### src/include/cfm_defs.svh
// Register indices, field positions, reset values of the fault mask bank.
// Assumes an APB slave with byte address = 4 * register index.
`ifndef CFM_DEFS_SVH
`define CFM_DEFS_SVH

// Register indices (byte address is four times the index)
`define CFM_IDX_HOST_TX 6'h0b
`define CFM_IDX_UPPER_CHAIN 6'h0c
`define CFM_IDX_UPPER_RC 6'h0d
`define CFM_IDX_UPPER_RR 6'h0e
`define CFM_IDX_IRQ_STATUS 6'h20
`define CFM_IDX_IRQ_MASK 6'h21

// Host transmit mask fields
`define CFM_HT_FRAME_START 1
`define CFM_HT_WAIT 0

// Upper chain mask fields
`define CFM_UC_BYTE_ERROR 5
`define CFM_UC_MISSING_DATA 4
`define CFM_UC_DATA_ORDER 3
`define CFM_UC_SECOND_SYNC 2
`define CFM_UC_FIRST_SYNC 1
`define CFM_UC_BIT_ERROR 0

// Upper receive-command mask fields (receive-response uses bits 4..0 alike)
`define CFM_RC_INTERNAL_ERROR 5
`define CFM_RC_TRANSMIT_DISABLED 4
`define CFM_RC_FRAME_START 3
`define CFM_RC_BYTE_ERROR 2
`define CFM_RC_UNEXPECTED_FRAME 1
`define CFM_RC_FRAME_CHECK 0

// Interrupt status bits, one per fault group
`define CFM_IRQ_HOST_TX 0
`define CFM_IRQ_UPPER_CHAIN 1
`define CFM_IRQ_UPPER_RC 2
`define CFM_IRQ_UPPER_RR 3

// Reset values
`define CFM_MASK_RST 8'h00
`define CFM_IRQ_RST 4'h0

`endif

### src/include/cfm_pkg.sv
// Types shared by the fault mask bank and its bench.
// Assumes a 32-bit APB with 8-bit byte addresses.
package cfm_pkg;

    // APB request from the master
    typedef struct packed {
        logic psel;
        logic penable;
        logic pwrite;
        logic [7:0] paddr;
        logic [31:0] pwdata;
        logic [3:0] pstrb;
    } cfm_apb_req_t;

    // APB answer to the master
    typedef struct packed {
        logic pready;
        logic [31:0] prdata;
        logic pslverr;
    } cfm_apb_rsp_t;

    // Fault flags, raw in and masked out
    typedef struct packed {
        logic [1:0] host_tx;
        logic [5:0] upper_chain;
        logic [5:0] upper_rc;
        logic [4:0] upper_rr;
    } cfm_faults_t;

    // Whole state of the bank
    typedef struct packed {
        logic [7:0] host_tx_mask;
        logic [7:0] upper_chain_mask;
        logic [7:0] upper_rc_mask;
        logic [7:0] upper_rr_mask;
        logic [3:0] irq_mask;
        logic [3:0] irq_status;
        cfm_apb_rsp_t rsp;
        cfm_faults_t flt_out;
        logic summary;
        logic irq;
    } cfm_state_t;

endpackage

### src/verilog/cfm_regs.sv
// Communication fault mask register bank with APB access and interrupt.
// Assumes fault flags are synchronous to i_clk and the APB master
// follows the usual setup/access protocol.
`timescale 1ns/1ps
`include "cfm_defs.svh"

module cfm_regs (
    input wire logic i_clk,
    input wire logic i_srst,
    input wire cfm_pkg::cfm_apb_req_t i_apb,
    input wire cfm_pkg::cfm_faults_t i_faults,
    output cfm_pkg::cfm_apb_rsp_t o_apb,
    output cfm_pkg::cfm_faults_t o_faults,
    output logic o_summary,
    output logic o_irq
);
    import cfm_pkg::*;

    cfm_state_t state_reg;
    cfm_state_t state_next;
    logic [5:0] idx;
    logic aligned;
    logic hit;
    logic acc_first;
    logic acc_done;
    logic [31:0] rd_word;
    logic [3:0] group_ev;
    cfm_faults_t pass;

    // Address decode; unaligned addresses count as unmapped
    assign idx = i_apb.paddr[7:2];
    assign aligned = (i_apb.paddr[1:0] == 2'h0);
    assign hit = aligned && (idx == `CFM_IDX_HOST_TX || idx == `CFM_IDX_UPPER_CHAIN
        || idx == `CFM_IDX_UPPER_RC || idx == `CFM_IDX_UPPER_RR
        || idx == `CFM_IDX_IRQ_STATUS || idx == `CFM_IDX_IRQ_MASK);

    // One wait state: answer prepared in first access cycle, given in the next
    assign acc_first = i_apb.psel && i_apb.penable && !state_reg.rsp.pready;
    assign acc_done = i_apb.psel && i_apb.penable && state_reg.rsp.pready;

    // masking, a 1 blocks and a 0 passes
    assign pass.host_tx = i_faults.host_tx & ~state_reg.host_tx_mask[1:0];
    assign pass.upper_chain = i_faults.upper_chain & ~state_reg.upper_chain_mask[5:0];
    assign pass.upper_rc = i_faults.upper_rc & ~state_reg.upper_rc_mask[5:0];
    assign pass.upper_rr = i_faults.upper_rr & ~state_reg.upper_rr_mask[4:0];

    // One interrupt event per fault group
    assign group_ev[`CFM_IRQ_HOST_TX] = |pass.host_tx;
    assign group_ev[`CFM_IRQ_UPPER_CHAIN] = |pass.upper_chain;
    assign group_ev[`CFM_IRQ_UPPER_RC] = |pass.upper_rc;
    assign group_ev[`CFM_IRQ_UPPER_RR] = |pass.upper_rr;

    // Read mux; spare bits read back as stored
    always_comb
    begin
        case (idx)
            `CFM_IDX_HOST_TX: rd_word = {24'h0, state_reg.host_tx_mask};
            `CFM_IDX_UPPER_CHAIN: rd_word = {24'h0, state_reg.upper_chain_mask};
            `CFM_IDX_UPPER_RC: rd_word = {24'h0, state_reg.upper_rc_mask};
            `CFM_IDX_UPPER_RR: rd_word = {24'h0, state_reg.upper_rr_mask};
            `CFM_IDX_IRQ_STATUS: rd_word = {28'h0, state_reg.irq_status};
            `CFM_IDX_IRQ_MASK: rd_word = {28'h0, state_reg.irq_mask};
            default: rd_word = 32'h0;
        endcase
    end

    // Next-state logic for the whole bank
    always_comb
    begin
        state_next = state_reg;

        // Bus answer: data and error are valid while pready is high
        state_next.rsp.pready = acc_first;
        state_next.rsp.prdata = 32'h0;
        state_next.rsp.pslverr = 1'b0;
        if (acc_first)
        begin
            state_next.rsp.pslverr = !hit;
            if (!i_apb.pwrite && hit)
            begin
                state_next.rsp.prdata = rd_word;
            end
        end

        // register writes, low byte lane only
        if (acc_done && i_apb.pwrite && hit && i_apb.pstrb[0])
        begin
            case (idx)
                `CFM_IDX_HOST_TX: state_next.host_tx_mask = i_apb.pwdata[7:0];
                `CFM_IDX_UPPER_CHAIN: state_next.upper_chain_mask = i_apb.pwdata[7:0];
                `CFM_IDX_UPPER_RC: state_next.upper_rc_mask = i_apb.pwdata[7:0];
                `CFM_IDX_UPPER_RR: state_next.upper_rr_mask = i_apb.pwdata[7:0];
                `CFM_IDX_IRQ_MASK: state_next.irq_mask = i_apb.pwdata[3:0];
                default: state_next.irq_mask = state_reg.irq_mask;
            endcase
        end

        // Read of status clears only the bits it reported; a new event wins
        if (acc_done && !i_apb.pwrite && aligned && idx == `CFM_IDX_IRQ_STATUS)
        begin
            state_next.irq_status = state_reg.irq_status & ~state_reg.rsp.prdata[3:0];
        end
        state_next.irq_status = state_next.irq_status | group_ev;

        // blocked faults never reach the summary
        state_next.flt_out = pass;
        state_next.summary = |pass;

        // Level interrupt from unmasked sticky status
        state_next.irq = |(state_reg.irq_status & state_reg.irq_mask);
    end

    // State register; synchronous reset to documented values
    always_ff @(posedge i_clk)
    begin
        if (i_srst)
        begin
            state_reg <= '0;
            state_reg.host_tx_mask <= `CFM_MASK_RST;
            state_reg.upper_chain_mask <= `CFM_MASK_RST;
            state_reg.upper_rc_mask <= `CFM_MASK_RST;
            state_reg.upper_rr_mask <= `CFM_MASK_RST;
            state_reg.irq_mask <= `CFM_IRQ_RST;
            state_reg.irq_status <= `CFM_IRQ_RST;
        end
        else
        begin
            state_reg <= state_next;
        end
    end

    // Outputs straight from flip-flops
    assign o_apb = state_reg.rsp;
    assign o_faults = state_reg.flt_out;
    assign o_summary = state_reg.summary;
    assign o_irq = state_reg.irq;

    // Written host mask reads back on the following cycle
    property p_host_wr;
        @(posedge i_clk) disable iff (i_srst)
        (acc_done && i_apb.pwrite && i_apb.pstrb[0] && aligned && idx == `CFM_IDX_HOST_TX)
        |=> (state_reg.host_tx_mask == $past(i_apb.pwdata[7:0]));
    endproperty
    a_host_wr: assert property (p_host_wr) else $error("host mask write lost");

    // Frame-start mask blocks the flag onward
    property p_host_sof;
        @(posedge i_clk) disable iff (i_srst)
        state_reg.host_tx_mask[`CFM_HT_FRAME_START] |=> !o_faults.host_tx[`CFM_HT_FRAME_START];
    endproperty
    a_host_sof: assert property (p_host_sof) else $error("masked SOF leaked");

    // Unmasked missing-data fault passes
    property p_chain_miss;
        @(posedge i_clk) disable iff (i_srst)
        (i_faults.upper_chain[`CFM_UC_MISSING_DATA]
            && !state_reg.upper_chain_mask[`CFM_UC_MISSING_DATA])
        |=> (o_faults.upper_chain[`CFM_UC_MISSING_DATA] && o_summary);
    endproperty
    a_chain_miss: assert property (p_chain_miss) else $error("missing-data lost");

    // Internal-error mask blocks its flag
    property p_rc_ierr;
        @(posedge i_clk) disable iff (i_srst)
        state_reg.upper_rc_mask[`CFM_RC_INTERNAL_ERROR]
        |=> !o_faults.upper_rc[`CFM_RC_INTERNAL_ERROR];
    endproperty
    a_rc_ierr: assert property (p_rc_ierr) else $error("masked ierr leaked");

    // Unmasked wait fault sets the host status bit; set wins over a clearing read
    property p_wait_pass;
        @(posedge i_clk) disable iff (i_srst)
        (i_faults.host_tx[`CFM_HT_WAIT] && !state_reg.host_tx_mask[`CFM_HT_WAIT])
        |=> state_reg.irq_status[`CFM_IRQ_HOST_TX];
    endproperty
    a_wait_pass: assert property (p_wait_pass) else $error("wait event lost");

    // Masks are zero right after reset
    property p_rst_zero;
        @(posedge i_clk)
        i_srst |=> (state_reg.host_tx_mask == 8'h00 && state_reg.upper_rr_mask == 8'h00
            && !o_summary && !o_irq);
    endproperty
    a_rst_zero: assert property (p_rst_zero) else $error("reset value wrong");

    // Ready is a one-cycle pulse, so a held request is never taken on two cycles in a row
    property p_pready_pulse;
        @(posedge i_clk) disable iff (i_srst)
        o_apb.pready |=> !o_apb.pready;
    endproperty
    a_pready_pulse: assert property (p_pready_pulse) else $error("pready held");

    // Host mask reads back with upper bits zero
    property p_rd_host;
        @(posedge i_clk) disable iff (i_srst)
        (acc_first && !i_apb.pwrite && aligned && idx == `CFM_IDX_HOST_TX)
        |=> (o_apb.prdata == {24'h0, $past(state_reg.host_tx_mask)});
    endproperty
    a_rd_host: assert property (p_rd_host) else $error("host mask read wrong");

    // Unmapped or unaligned access answers with an error
    property p_err_unmapped;
        @(posedge i_clk) disable iff (i_srst)
        (acc_first && !hit) |=> (o_apb.pready && o_apb.pslverr);
    endproperty
    a_err_unmapped: assert property (p_err_unmapped) else $error("no error on miss");

    // A write without the low byte strobe leaves the mask alone
    property p_wr_strb;
        @(posedge i_clk) disable iff (i_srst)
        (acc_done && i_apb.pwrite && !i_apb.pstrb[0] && aligned && idx == `CFM_IDX_HOST_TX)
        |=> $stable(state_reg.host_tx_mask);
    endproperty
    a_wr_strb: assert property (p_wr_strb) else $error("unstrobed write landed");

    // Unmasked frame-start fault passes onward
    property p_host_sof_pass;
        @(posedge i_clk) disable iff (i_srst)
        (i_faults.host_tx[`CFM_HT_FRAME_START] && !state_reg.host_tx_mask[`CFM_HT_FRAME_START])
        |=> (o_faults.host_tx[`CFM_HT_FRAME_START] && o_summary);
    endproperty
    a_host_sof_pass: assert property (p_host_sof_pass) else $error("SOF lost");

    // Nothing unmasked means a quiet summary
    property p_summary_quiet;
        @(posedge i_clk) disable iff (i_srst)
        (pass == '0) |=> !o_summary;
    endproperty
    a_summary_quiet: assert property (p_summary_quiet) else $error("summary spurious");

    // Upper chain mask write reads back on the following cycle
    property p_chain_wr;
        @(posedge i_clk) disable iff (i_srst)
        (acc_done && i_apb.pwrite && i_apb.pstrb[0] && aligned && idx == `CFM_IDX_UPPER_CHAIN)
        |=> (state_reg.upper_chain_mask == $past(i_apb.pwdata[7:0]));
    endproperty
    a_chain_wr: assert property (p_chain_wr) else $error("chain mask write lost");

    // Byte-error mask of the chain blocks its flag
    property p_chain_byte;
        @(posedge i_clk) disable iff (i_srst)
        state_reg.upper_chain_mask[`CFM_UC_BYTE_ERROR]
        |=> !o_faults.upper_chain[`CFM_UC_BYTE_ERROR];
    endproperty
    a_chain_byte: assert property (p_chain_byte) else $error("masked byte leaked");

    // Unmasked first-sync fault passes
    property p_chain_sync1;
        @(posedge i_clk) disable iff (i_srst)
        (i_faults.upper_chain[`CFM_UC_FIRST_SYNC] && !state_reg.upper_chain_mask[`CFM_UC_FIRST_SYNC])
        |=> o_faults.upper_chain[`CFM_UC_FIRST_SYNC];
    endproperty
    a_chain_sync1: assert property (p_chain_sync1) else $error("sync1 lost");

    // Unmasked frame-check fault of receive-command passes
    property p_rc_crc;
        @(posedge i_clk) disable iff (i_srst)
        (i_faults.upper_rc[`CFM_RC_FRAME_CHECK] && !state_reg.upper_rc_mask[`CFM_RC_FRAME_CHECK])
        |=> o_faults.upper_rc[`CFM_RC_FRAME_CHECK];
    endproperty
    a_rc_crc: assert property (p_rc_crc) else $error("frame check lost");

    // Transmit-disabled mask blocks its flag
    property p_rc_txdis;
        @(posedge i_clk) disable iff (i_srst)
        state_reg.upper_rc_mask[`CFM_RC_TRANSMIT_DISABLED]
        |=> !o_faults.upper_rc[`CFM_RC_TRANSMIT_DISABLED];
    endproperty
    a_rc_txdis: assert property (p_rc_txdis) else $error("masked txdis leaked");

    // Wait mask blocks its flag
    property p_host_wait_block;
        @(posedge i_clk) disable iff (i_srst)
        state_reg.host_tx_mask[`CFM_HT_WAIT] |=> !o_faults.host_tx[`CFM_HT_WAIT];
    endproperty
    a_host_wait_block: assert property (p_host_wait_block) else $error("wait leaked");

    // Interrupt line follows unmasked sticky status one cycle later
    property p_irq_level;
        @(posedge i_clk) disable iff (i_srst)
        (|(state_reg.irq_status & state_reg.irq_mask)) |=> o_irq;
    endproperty
    a_irq_level: assert property (p_irq_level) else $error("irq missing");

    // Full receive-response mask blocks every flag of the group
    property p_rr_block;
        @(posedge i_clk) disable iff (i_srst)
        (state_reg.upper_rr_mask[4:0] == 5'h1f) |=> (o_faults.upper_rr == 5'h00);
    endproperty
    a_rr_block: assert property (p_rr_block) else $error("rr mask leaked");

    // Unmasked start-of-frame fault of receive-response passes
    property p_rr_pass;
        @(posedge i_clk) disable iff (i_srst)
        (i_faults.upper_rr[`CFM_RC_FRAME_START] && !state_reg.upper_rr_mask[`CFM_RC_FRAME_START])
        |=> o_faults.upper_rr[`CFM_RC_FRAME_START];
    endproperty
    a_rr_pass: assert property (p_rr_pass) else $error("rr flag lost");

endmodule // cfm_regs

### config.mk
export PLATFORM = sky130hd
export DESIGN_NAME = cfm_regs
export DESIGN_NICKNAME = d
export VERILOG_FILES = /design/src/include/cfm_pkg.sv /design/src/verilog/cfm_regs.sv
export VERILOG_INCLUDE_DIRS = /design/src /design/src/include
export SDC_FILE = /design/constraint.sdc
export NUM_CORES = 1
export LEC_CHECK = 0
export BUFFER_PORTS_ARGS = -buffer_cell sky130_fd_sc_hd__buf_2
export CORE_ASPECT_RATIO = 0.9
export CORE_MARGIN = 2
export CORE_UTILIZATION = 35
export CTS_CLUSTER_SIZE = 20
export DETAILED_ROUTE_END_ITERATION = 16
export PLACE_DENSITY = 0.65
export SLEW_MARGIN = 20
export SYNTH_ARGS = -nofsm -noshare
export SYNTH_HDL_FRONTEND = slang
export SYNTH_SLANG_ARGS = --single-unit
export TNS_END_PERCENT = 50
### constraint.sdc
create_clock -name i_clk -period 2 [get_ports i_clk]
set_clock_uncertainty 0.05 [all_clocks]
set_input_delay 0.1 -clock i_clk [delete_from_list [all_inputs] [get_ports i_clk]]
set_output_delay 0.1 -clock i_clk [all_outputs]
set_load 0.03 [all_outputs]
==> results.md <==
* R2R Setup Slk at about 400 ps
* Ys async rst share at 0
* Net Sw Power at around 0.77 mW
* Comb pwr share at 0.104
* Seq/Total Area, Yosys at 0.427
* Clk slew on worst S/H paths at roughly 80 ps
* Initial antenna violation count at 0
* Via/cell ratio at approximately 4.6
* Largest stage delay on the critical path at ~520 ps
* Total CTS buffers at 9
* R2R Path Start: o_apb[33]
* Remaining DRCs at 0
* Top_reg_cell synth: dfxtp_1
* WHS at 20.1 ps
* Layout fillers at 914
* Detail Route Antenna Nets at 0
* Worst Setup EP: state_reg[68]
* CTS Root Cell: clkbuf_8
* Crit path max fanout at 8
* Crit-path cells: buf_2 -> or3b_2 -> a2111oi_4 -> buf_4 -> o211ai_2 -> mux2i_1
* Slew HR at 0.484
* Port Buffers at slightly above 70
* Syn avg cell area at 9.62 um2
* Starting Density at 0.363
* Area growth syn-to-layout at 18.5%
* Power Density at about 770 nW/um2
* Post-synth EDFFs at 0
* RePlAce Congestion at approximately 0.9
* Clk buf depth at 2
* RSZ-0062 raised after global routing: no
* CTS tree: built
* Met3 GRT Util at 0.0342
* CP endpoint kind: flop
* Post-DR wirelength/cell at 14.0 um
* Critical Path AT at around 1800 ps
* Crit start category: primary input
* Post-synthesis register bit count at 71
* Cell Rows at 33
* Outcome: complete, no violations
* Clock Sinks at between 70 and 80
* Slew Limit Fails at 0
* Met2 Resource Use GR at 0.254
* Origin of the worst setup path: i_apb[43]
* Worst Slack Setup Final at around 360 ps
* Worst path bufs/invs at 2
* IO Count at 123
* Area of the multi-input gates at roughly 1500 um2
* Largest net degree at the start of global routing at 70
* Routed WL at around 7600 um
* WP data required at ~2200 ps
* M1 GR Usage at 0.194
* Clk pwr share at 0.417
* Stages on worst setup path at 6
* Max IR drop VDD at between 0.0003 and 0.0004 V
* # diodes at 0
* Global-route wire length before repair at about 12000 um
* DR pass1 iterations at 4
* MaxCap Viol Count at 0
* Congestion Overflow GR at 0
* Die area at between 10000 and 15000 um2
* Setup-failing EPs final at 0
* Sequential power share at 0.479
* Die height at 96.5 um
* Worst Hold Launch: i_faults[4]
* Post-synthesis cell type count at 35
* Total number of vias at between 2000 and 2500
* Pint at between 2 and 2.5 mW
* Initial DRC Count at ~130
* Period utilisation layout at 0.822
* Gr busiest metal: met2
* GRT Resource Usage Total at 0.153
* Fraction of layout cells with a size suffix above 1 at 0.255
* Placement Setup Slack at -14.0 ps
* Final net count at around 480
* CTS H-tree lvls at 3
* Tmin final at 1640 ps
* Sw Share at 0.255
* Vias in the first global route at roughly 2400
* Register area at between 1000 and 1500 um2
* Core Box Area at about 9000 um2
* Syn. warnings at 0
* Synthesized area at roughly 3300 um2
* Worst R2R End: state_reg[68]
* Cells after synthesis at about 350
* Clk_lat worst skew at ~340 ps
* CP max stage cell: or3b_2
* Final hold viol count at 0
* Die X at approximately 110 um
* Classification of the worst setup path: in2reg
* Peak Freq at between 0.6 and 0.7 GHz
* Max reg flops at 40
* P_leak at between 1.5 and 2 nW
* Hpwl dp at 5410 um
* Worst-Margin Slew at around 770 ps
* Worst min-delay path class: in2reg
* Reg2reg path depth at 4
* Cell family with most CP delay: compound AO/OA/AOI/OAI gates
## metrics by stage
stage	std cells	util	power, mW	setup TNS, ps	area, um2
2_1_floorplan	369	-	1.74	0	3420
3_3_place_gp	509	0.389	1.77	0	3560
3_5_place_dp	509	0.389	1.77	-33.3	3560
5_1_grt	541	0.430	3.14	0	3950
6_report	541	0.430	3.02	0	3950
4_1_cts	541	0.430	3.05	0	3950
## power groups by stage
| stage | Combinational [mW] | Sequential [mW] | Clock, mW |
|---|---|---|---|
| after floorplan | 0.260 | 1.48 | 0 |
| after global placement | 0.287 | 1.48 | 0 |
| after detailed placement | 0.290 | 1.48 | 0 |
| after CTS | 0.314 | 1.45 | 1.29 |
| after global routing | 0.340 | 1.45 | 1.35 |
| final | 0.313 | 1.45 | 1.26 |
## worst min path at each step
stage / cells past startpoint / end
after floorplan: 2 / o_faults[11]
after global placement: 3 / o_faults[14]
after detailed placement: 3 / o_faults[14]
after CTS: 3 / o_faults[5]
after global routing: 3 / o_faults[5]
final: 3 / o_faults[4]
## synthesized netlist by cell type, types with 2 or more instances
cell	number	area [um2]
nand2_1	6	22.5
o21ai_0	4	20.0
a22oi_1	10	75.1
clkbuf_1	9	33.8
buf_4	54	405
o211ai_2	3	37.5
dfxtp_1	71	1420
or3b_2	2	17.5
nor3b_1	2	15.0
mux2i_1	40	400
and3_1	2	12.5
a21oi_1	16	80.1
nor2_1	24	90.1
a222oi_1	4	40.0
nor3_1	3	15.0
nand4_1	3	18.8
inv_1	8	30.0
o2bb2ai_1	4	35.0
nand3b_1	2	15.0
nand2b_1	62	388
nor2b_1	3	18.8
## worst reg2reg max path: cells and delay by family, from the launching register on
family / cells / cell delay, ps
and+or+nand+nor: 2 / 490
AOI/OAI and AO/OA: 1 / 370
DFF: 1 / 340
muxes: 1 / 220
## final cells by class
type,instances,share of cell area
multi-input combinational,226,0.386
inverter,8,0.00761
clock inverter,7,0.0247
clock buffer,9,0.0314
tap,122,0.0387
sequential,71,0.360
timing repair buffer,98,0.152
## per-layer routing
| metal | vias to the layer above | wire, um |
|---|---|---|
| li1 | 1246 | - |
| met1 | 1131 | 3550 |
| met2 | 82 | 3520 |
| met3 | 10 | 418 |
| met4 | 0 | 107 |
| met5 | - | 0 |
## cell families after synthesis
| logic type | Yosys count | synth area share |
|---|---|---|
| compound gates | 46 | 0.104 |
| buf+inv | 72 | 0.142 |
| flops | 71 | 0.427 |
| mux | 40 | 0.120 |
| other cells | 1 | 0.00113 |
| simple gates | 116 | 0.206 |
## placed cells by master, fill, tap and decap left out, drive strengths merged
| cell | instances |
|---|---|
| buf | 82 |
| dfxtp | 71 |
| nand2b | 62 |
| mux2i | 40 |
| nor2 | 24 |
| conb | 24 |
| a21oi | 16 |
| dlygate4sd3 | 16 |
| a22oi | 10 |
| clkbuf | 9 |
| inv | 8 |
| nand2 | 6 |
| o21ai | 5 |
| a222oi | 4 |
| o2bb2ai | 4 |
| nor3 | 4 |
| o211ai | 4 |
| nor2b | 3 |
| nand4 | 3 |
| nor3b | 3 |
| clkinv | 3 |
| nand3b | 2 |
| or3b | 2 |
| and3 | 2 |
| bufinv | 2 |
| clkinvlp | 2 |
| or4b | 1 |
| or4 | 1 |
| a2111oi | 1 |
| nand4bb | 1 |
| o211a | 1 |
| or4bb | 1 |
| nand4b | 1 |
| a41oi | 1 |
## what timing repair did
action / in CTS / in global routing
endpoints found under the hold margin: 16 / 0
resized for setup: 0 / 0
setup buffers: 0 / 0
hold buffers: 16 / 0
(Power assumes the default switching activity.)
